File: src/csfr_defines.vh
// register offsets, field positions, reset values and timing counts
// assumes inclusion by the serial filter register bank files only
`ifndef CSFR_DEFINES_VH
`define CSFR_DEFINES_VH

// ****************************************
// register indices and address width
// ****************************************
`define CSFR_IDX_FMT        8'h09
`define CSFR_IDX_OFS        8'h0a
`define CSFR_IDX_OVF        8'h0b
`define CSFR_IDX_FLT        8'h0c
`define CSFR_IDX_CLKDIR     8'h20
`define CSFR_IDX_STAT       8'h21
`define CSFR_ADDR_W         12

// ****************************************
// field positions
// ****************************************
`define CSFR_FMT_MODE_HI    7
`define CSFR_FMT_MODE_LO    6
`define CSFR_FMT_WLEN_HI    5
`define CSFR_FMT_WLEN_LO    4
`define CSFR_FMT_BCLK256    3
`define CSFR_FMT_DAC_RSYNC  2
`define CSFR_FMT_ADC_RSYNC  1
`define CSFR_FMT_RSYNC_MUTE 0
`define CSFR_CLKDIR_BCLK    7

// ****************************************
// encodings and reset values
// ****************************************
`define CSFR_MODE_I2S       2'h0
`define CSFR_MODE_DSP       2'h1
`define CSFR_MODE_RIGHT     2'h2
`define CSFR_MODE_LEFT      2'h3
`define CSFR_RST_FMT        8'h00
`define CSFR_RST_OFS        8'h00
`define CSFR_RST_PLL_R      4'h1
`define CSFR_RST_FLT        8'h00
`define CSFR_RST_CLKDIR     8'h00
`define CSFR_BCLK_FRAME     9'h100

`endif

File: src/csfr_ovf_flags.v
// four sticky overflow flags, cleared by a read strobe
// assumes overflow events are pulses on sys_clk_i
`timescale 1ns/100ps
module csfr_ovf_flags (
    // clock and reset
    input  wire       sys_clk_i,
    input  wire       rst_b_i,
    // events and clear
    input  wire [3:0] ovf_set_i,
    input  wire       rd_clr_i,
    // flags
    output wire [3:0] flags_o
);
    reg  [3:0] flags_ff;
    wire [3:0] nxt_flags;

    // set wins over read clear
    assign nxt_flags = (rd_clr_i ? 4'h0 : flags_ff) | ovf_set_i;

    always @(posedge sys_clk_i or negedge rst_b_i) begin
        if (!rst_b_i) begin
            flags_ff <= 4'h0;
        end else begin
            flags_ff <= nxt_flags;
        end
    end

    assign flags_o = flags_ff;
endmodule // csfr_ovf_flags

File: src/csfr_regs.v
// apb register bank for serial format, offset, overflow, pll r and filters
// assumes apb master on sys_clk_i and overflow pulses on the same clock
`timescale 1ns/100ps
`include "csfr_defines.vh"

// What this block does
// - format field picks i2s, dsp, right, left
// - word length 16, 20, 24 or 32 bits
// - rate bit only acts in master mode
// - rate bit one gives 256 clocks frame
// - dac resync enable drives dac realign
// - adc resync enable drives adc realign
// - resync mute bit softmutes during realign
// - eight bit offset for send and receive
// - dsp offset counts from word clock rise
// - four sticky overflow flags bits seven-four
// - flag register read clears the flags
// - adc highpass codes select three corners
// - right adc highpass independent, bits five-four
// - dac effects enables left bit3 right bit1
// - dac deemphasis enables left bit2 right bit0
// - bclk direction bit selects master or slave
module csfr_regs (
    // clock and reset
    input  wire        sys_clk_i,
    input  wire        rst_b_i,
    // apb slave
    input  wire        psel_i,
    input  wire        penable_i,
    input  wire        pwrite_i,
    input  wire [11:0] paddr_i,
    input  wire [31:0] pwdata_i,
    output reg  [31:0] prdata_o,
    output reg         pready_o,
    output reg         pslverr_o,
    // overflow and resync drift events
    input  wire [3:0]  ovf_event_i,
    input  wire        resync_dac_drift_i,
    input  wire        resync_adc_drift_i,
    // serial interface controls
    output reg  [1:0]  xfer_mode_o,
    output reg  [5:0]  word_bits_o,
    output reg         bclk_master_o,
    output reg  [8:0]  bclk_per_frame_o,
    output reg         frame_256_o,
    output reg  [7:0]  data_offset_o,
    output reg         offset_from_wclk_rise_o,
    output reg         dac_resync_o,
    output reg         adc_resync_o,
    output reg         resync_mute_o,
    // pll and filters
    output reg  [4:0]  pll_r_div_o,
    output reg  [1:0]  adc_l_hpf_o,
    output reg  [1:0]  adc_r_hpf_o,
    output reg         dac_l_fx_en_o,
    output reg         dac_r_fx_en_o,
    output reg         dac_l_deemph_en_o,
    output reg         dac_r_deemph_en_o
);

    // ****************************************
    // functions
    // ****************************************
    function [11:0] reg_addr;
        input [7:0] idx;
        begin
            reg_addr = {2'h0, idx, 2'h0};
        end
    endfunction

    function [5:0] wlen_bits;
        input [1:0] code;
        begin
            case (code)
                2'h0:    wlen_bits = 6'h10;
                2'h1:    wlen_bits = 6'h14;
                2'h2:    wlen_bits = 6'h18;
                default: wlen_bits = 6'h20;
            endcase
        end
    endfunction

    // ****************************************
    // register storage
    // ****************************************
    reg  [7:0] fmt_ff;
    reg  [7:0] ofs_ff;
    reg  [3:0] pll_r_ff;
    reg  [7:0] flt_ff;
    reg  [7:0] clkdir_ff;
    wire [3:0] ovf_flags;

    wire acc      = psel_i & penable_i;
    wire wr_en    = acc & pwrite_i;
    wire rd_en    = acc & ~pwrite_i;
    wire hit_fmt  = (paddr_i == reg_addr(`CSFR_IDX_FMT));
    wire hit_ofs  = (paddr_i == reg_addr(`CSFR_IDX_OFS));
    wire hit_ovf  = (paddr_i == reg_addr(`CSFR_IDX_OVF));
    wire hit_flt  = (paddr_i == reg_addr(`CSFR_IDX_FLT));
    wire hit_dir  = (paddr_i == reg_addr(`CSFR_IDX_CLKDIR));
    wire hit_stat = (paddr_i == reg_addr(`CSFR_IDX_STAT));
    wire hit_any  = hit_fmt | hit_ofs | hit_ovf | hit_flt | hit_dir | hit_stat;

    always @(posedge sys_clk_i or negedge rst_b_i) begin
        if (!rst_b_i) begin
            fmt_ff    <= `CSFR_RST_FMT;
            ofs_ff    <= `CSFR_RST_OFS;
            pll_r_ff  <= `CSFR_RST_PLL_R;
            flt_ff    <= `CSFR_RST_FLT;
            clkdir_ff <= `CSFR_RST_CLKDIR;
        end else if (wr_en) begin
            if (hit_fmt) begin
                fmt_ff <= pwdata_i[7:0];
            end else if (hit_ofs) begin
                ofs_ff <= pwdata_i[7:0];
            end else if (hit_ovf) begin
                pll_r_ff <= pwdata_i[3:0];
            end else if (hit_flt) begin
                flt_ff <= pwdata_i[7:0];
            end else if (hit_dir) begin
                clkdir_ff <= {pwdata_i[7], 7'h00};
            end
        end
    end

    // ****************************************
    // overflow flags, cleared by a read
    // ****************************************
    csfr_ovf_flags u_ovf (
        .sys_clk_i (sys_clk_i),
        .rst_b_i   (rst_b_i),
        .ovf_set_i (ovf_event_i),
        .rd_clr_i  (rd_en & hit_ovf),
        .flags_o   (ovf_flags)
    );

    // ****************************************
    // apb answer, no wait states
    // ****************************************
    reg [7:0] rd_mux;
    always @* begin
        rd_mux = 8'h00;
        if (hit_fmt) begin
            rd_mux = fmt_ff;
        end else if (hit_ofs) begin
            rd_mux = ofs_ff;
        end else if (hit_ovf) begin
            rd_mux = {ovf_flags, pll_r_ff};
        end else if (hit_flt) begin
            rd_mux = flt_ff;
        end else if (hit_dir) begin
            rd_mux = clkdir_ff;
        end else if (hit_stat) begin
            rd_mux = {5'h00, dac_resync_o, adc_resync_o, resync_mute_o};
        end
    end

    always @(posedge sys_clk_i or negedge rst_b_i) begin
        if (!rst_b_i) begin
            prdata_o  <= 32'h0;
            pready_o  <= 1'b0;
            pslverr_o <= 1'b0;
        end else begin
            pready_o  <= psel_i & ~penable_i;
            pslverr_o <= psel_i & ~penable_i & ~hit_any;
            if (psel_i & ~penable_i & ~pwrite_i) begin
                prdata_o <= {24'h0, rd_mux};
            end
        end
    end

    // ****************************************
    // decoded controls
    // ****************************************
    wire       mst     = clkdir_ff[`CSFR_CLKDIR_BCLK];
    wire [1:0] mode    = fmt_ff[`CSFR_FMT_MODE_HI:`CSFR_FMT_MODE_LO];
    wire       use_256 = mst & fmt_ff[`CSFR_FMT_BCLK256];

    always @(posedge sys_clk_i or negedge rst_b_i) begin
        if (!rst_b_i) begin
            xfer_mode_o             <= `CSFR_MODE_I2S;
            word_bits_o             <= 6'h10;
            bclk_master_o           <= 1'b0;
            bclk_per_frame_o        <= 9'h0;
            frame_256_o             <= 1'b0;
            data_offset_o           <= `CSFR_RST_OFS;
            offset_from_wclk_rise_o <= 1'b0;
            dac_resync_o            <= 1'b0;
            adc_resync_o            <= 1'b0;
            resync_mute_o           <= 1'b0;
            pll_r_div_o             <= 5'h01;
            adc_l_hpf_o             <= 2'h0;
            adc_r_hpf_o             <= 2'h0;
            dac_l_fx_en_o           <= 1'b0;
            dac_r_fx_en_o           <= 1'b0;
            dac_l_deemph_en_o       <= 1'b0;
            dac_r_deemph_en_o       <= 1'b0;
        end else begin
            xfer_mode_o      <= mode;
            word_bits_o      <= wlen_bits(fmt_ff[`CSFR_FMT_WLEN_HI:`CSFR_FMT_WLEN_LO]);
            bclk_master_o    <= mst;
            frame_256_o      <= use_256;
            bclk_per_frame_o <= use_256 ? `CSFR_BCLK_FRAME : 9'h0;
            data_offset_o    <= ofs_ff;
            offset_from_wclk_rise_o <= (mode == `CSFR_MODE_DSP);
            dac_resync_o     <= fmt_ff[`CSFR_FMT_DAC_RSYNC] & resync_dac_drift_i;
            adc_resync_o     <= fmt_ff[`CSFR_FMT_ADC_RSYNC] & resync_adc_drift_i;
            resync_mute_o    <= fmt_ff[`CSFR_FMT_RSYNC_MUTE] &
                                ((fmt_ff[`CSFR_FMT_DAC_RSYNC] & resync_dac_drift_i) |
                                 (fmt_ff[`CSFR_FMT_ADC_RSYNC] & resync_adc_drift_i));
            pll_r_div_o      <= (pll_r_ff == 4'h0) ? 5'h10 : {1'b0, pll_r_ff};
            adc_l_hpf_o      <= flt_ff[7:6];
            adc_r_hpf_o      <= flt_ff[5:4];
            dac_l_fx_en_o    <= flt_ff[3];
            dac_r_fx_en_o    <= flt_ff[1];
            dac_l_deemph_en_o <= flt_ff[2];
            dac_r_deemph_en_o <= flt_ff[0];
        end
    end
endmodule // csfr_regs

File: config.mk
export PLATFORM = sky130hd
export DESIGN_NAME = csfr_regs
export DESIGN_NICKNAME = d
export VERILOG_FILES = /design/src/csfr_ovf_flags.v /design/src/csfr_regs.v
export VERILOG_INCLUDE_DIRS = /design/src /design/src/src
export SDC_FILE = /design/constraint.sdc
export NUM_CORES = 1
export LEC_CHECK = 0
export BUFFER_PORTS_ARGS = -buffer_cell sky130_fd_sc_hd__buf_2
export CORE_ASPECT_RATIO = 1.25
export CORE_MARGIN = 2
export CORE_UTILIZATION = 30
export CTS_BUF_LIST = sky130_fd_sc_hd__clkbuf_8
export DETAILED_ROUTE_END_ITERATION = 12
export RECOVER_POWER = 100
export SYNTH_ARGS = -nofsm -noshare
export SYNTH_HDL_FRONTEND = slang
export SYNTH_SLANG_ARGS = --single-unit
File: constraint.sdc
create_clock -name sys_clk_i -period 1.1 [get_ports sys_clk_i]
set_input_delay 0 -clock sys_clk_i [delete_from_list [all_inputs] [get_ports sys_clk_i]]
set_output_delay 0 -clock sys_clk_i [all_outputs]
set_load 0.02 [all_outputs]
==> impl_metrics.csv <==
group,metric,value,unit
outcome,status,"finished with violations",
outcome,violations,"negative setup slack",
sta,period_share,106.5,%
sta,setup_violations,27,
place,dp_slack,-0.4490,ns
pwr,peakVddDrop,710.2,uV
global_route,grt_pass1_wl,12570,um
min_path,worstHoldPathType,"in -> reg",
critical_path,rrSetupSlack,0.04,ns
finish,utilization,40.51,%
critical_path,cp_slowest_cell,"mux2_4",
synth,synth_compound_area_share,7.636,%
critical_path,crit_required,1.32,ns
critical_path,startpoint_type,"primary input",
finish,area_growth,31.72,%
global_route,grtUsageTotal,13.68,%
synth,ys_ff_latch,76,
sta,fin_ws,-0.07146,ns
pwr,leakagePower,2.210,nW
sta,fin_skew,0.006240,ns
synth,yosysWarnings,0,
critical_path,path_buf_inv,3,
die,dieHeight,123.2,um
global_route,antenna_found_initial,1,
critical_path,ff2ff_path_depth,5,
clocking,cts-buffers-inserted,9,
die,floorplan.die.width,99.34,um
place,portBuffers,74,
synth,yosysMostFrequentCell,"dfrtp_1",
clocking,cts_tree,"yes",
synth,synth_edf_count,0,
global_route,grt_overflow,0,
synth,synth_top_family_by_area,"multiplexers",
routing,vias,2350,
sta,fin_crit,1.171,ns
critical_path,rr_endpoint,"prdata_o[7]",
routing,wirelength,8205,um
synth,netlist_area,0.003408,mm^2
die,dieArea,0.01224,mm^2
global_route,top_usage_layer,"met2",
clocking,cts.clk_slew.worst_paths,0.08,ns
routing,wl_per_cell,15.28,um
sta,slew_headroom,64.76,%
finish,finalNetCount,451,
sta,hold_ws,0.005099,ns
critical_path,worst_path_most_repeated_cell,"buf_6",
critical_path,rr_startpoint,"flt_ff[7]",
place,place_area,0.004145,mm^2
critical_path,worst_path_dominant_cell_family,"simple AND/OR/NAND/NOR gates",
synth,synthMuxAreaShare,13.55,%
die,rows,43,
critical_path,path_cells,"buf_6 > nor4_4 > buf_4 > nand3b_4 > nor2_4 > and3_4 > buf_6 > mux2_4",
synth,synth-simple-area-share,12.81,%
synth,yosysTopAreaCellShare,53.60,%
critical_path,cp-end-kind,"flip-flop",
pwr,power_density,1317,mW/mm^2
routing,antenna_left,0,
min_path,holdPathStages,4,
routing,drt_pass1_iterations,4,
global_route,grt_use_met1,17.27,%
finish,final_layout_size_suffix_gt1_share,34.41,%
sta,rsz0062_at_grt,"yes",
clocking,htreeDepth,3,
routing,drc_errors,0,
sta,fmax,853.6,MHz
synth,synthTopCellsByCount,"73 x dfrtp_1, 37 x buf_4, 21 x mux2_4",
critical_path,critPathMaxStageDelay,0.29,ns
min_path,hold_end,"prdata_o[7]",
die,ios,133,
synth,synth_cell_types,42,
synth,synth_area_leaders,"dfrtp_1 54%, mux2_4 9.3%, buf_4 8.1%, mux2_1 2.6%, dfstp_2 2.3%",
routing,vias_per_cell,4.376,
global_route,grt_start_max_net_pins,22,
clocking,cts_buffer_depth,2,
global_route,use_met2,23.35,%
min_path,hold_path_startpoint,"paddr_i[6]",
synth,synth_top_area_cell,"dfrtp_1",
die,coreArea,0.01108,mm^2
global_route,grt_use_met3,3.335,%
global_route,first_global_vias,2376,
place,gp_congestion,0.8518,
finish,filler_cell_count,1088,
flow_run,cap_violations,0,
clocking,clock_latency,0.33,ns
clocking,numClockSinks,76,
place,dp_hpwl,6149,um
synth,synth_ff_type,"dfrtp_1",
synth,synthCells,262,
finish,design_area,0.004489,mm^2
die,initial_core_util,30.75,%
synth,synth_xor_area_share,0,%
synth,avgSynthCellArea,13.01,um^2
critical_path,arrival,1.39,ns
sta,hold_violations,0,
critical_path,cp_max_fo,4,
critical_path,path_class,"in -> reg",
clocking,cts_root_buffer,"clkbuf_8",
synth,ys_seq_area_share,55.91,%
synth,synthAdderAreaFrac,0,%
sta,finalMaxSlewViolations,0,
synth,synthArstFlopShare,100.0,%
pwr,total_power,0.005911,W
routing,drtIter0Drc,71,
sta,max_slew.worst_pin.slew,0.5286,ns
[placed cells by master, fill, tap and decap left out, types with 2 or more instances in the layout]
master / instances
dfrtp_1: 73
clkbuf_1: 52
conb_1: 34
mux2_4: 29
buf_4: 27
buf_2: 25
nand2_1: 17
dlygate4sd3_1: 15
nor2_1: 11
clkbuf_8: 9
buf_6: 8
clkbuf_2: 7
nor2b_1: 6
nand2b_1: 5
mux2_2: 5
a21o_1: 4
o21ai_1: 4
o211ai_1: 4
a22o_1: 4
a22oi_1: 4
inv_1: 3
o21ai_0: 3
and2_0: 3
a21oi_1: 3
a31oi_1: 3
a221oi_1: 3
o22ai_1: 3
bufinv_16: 3
clkbuf_4: 3
nor4b_4: 2
nand3b_4: 2
clkinv_4: 2
dfstp_2: 2
[worst register-to-register path: cells and delay by family (launching register included)]
kind / cells / cell delay, ns
compound gates: 4 / 0.44
flops: 1 / 0.38
simple gates: 1 / 0.13
[metrics by stage]
| step | TNS (ns) | std cells |
|---|---|---|
| 6_report | -1.143 | 537 |
| 5_1_grt | -2.783 | 536 |
| 4_1_cts | -0.7855 | 533 |
| 3_5_place_dp | -15.95 | 502 |
| 3_3_place_gp | -15.18 | 502 |
| 2_1_floorplan | -10.62 | 295 |
[logic make-up after synthesis]
logic type / count (synthesis)
buffers and inverters: 49
DFF: 76
muxes: 34
and+or+nand+nor: 64
AOI/OAI and AO/OA: 38
other: 1
[state kept, by name, summed over array words and instances, names as in the netlist, 2 cells and up]
| register | count |
|---|---|
| word_bits_o | 4 |
| u_ovf.flags_o | 4 |
| prdata_o | 8 |
| pll_r_ff | 4 |
| ofs_ff | 8 |
| adc_r_hpf_o | 2 |
| fmt_ff | 8 |
| pll_r_div_o | 5 |
| data_offset_o | 8 |
| adc_l_hpf_o | 2 |
| flt_ff | 8 |
| xfer_mode_o | 2 |
[power by group]
part / switching (W) / internal [W]
logic: 0.000343 / 0.000195
clock network: 0.00104 / 0.00150
registers: 0.0000143 / 0.00282
total: 0.00140 / 0.00451
[how the worst max path moves through the flow]
stage / end / from / slack (ns) / cells past startpoint
after floorplan: ofs_ff[0] / paddr_i[10] / -0.35 / 6
after global placement: flt_ff[5] / paddr_i[10] / -0.42 / 8
after detailed placement: flt_ff[2] / paddr_i[10] / -0.45 / 8
after CTS: flt_ff[7] / paddr_i[10] / -0.05 / 8
after global routing: fmt_ff[7] / paddr_i[10] / -0.13 / 8
final: flt_ff[5] / paddr_i[10] / -0.07 / 8
[timing repair]
item / in CTS / in global routing
gates resized for setup: 20 / 4
hold buffers: 15 / 0
setup buffers: 0 / 3
setup endpoints to repair: 36 / 34
pin swaps: 6 / 1
endpoints found under the hold margin: 46 / 0
[per-layer routing]
layer  vias up  wire [um]  share of wire (%)
met5         -          0                  0
met4         0         55               0.67
met3         6        432                5.3
met2        88       4112                 50
met1      1151       3605                 44
li1       1105          -                  -
[layout make-up]
| cell class | count | area, um^2 | area share (%) |
|---|---|---|---|
| diodes | 1 | 2.502 | 0.05574 |
| clock buffers | 9 | 123.9 | 2.759 |
| clock inverters | 7 | 116.4 | 2.592 |
| inverters | 2 | 7.507 | 0.1672 |
| multi-input cells | 170 | 1344 | 29.93 |
| flip-flops and latches | 76 | 1906 | 42.45 |
| well taps | 135 | 168.9 | 3.763 |
| repair buffers | 137 | 820.8 | 18.28 |
Note: power is estimated with default switching activity, not from simulation.
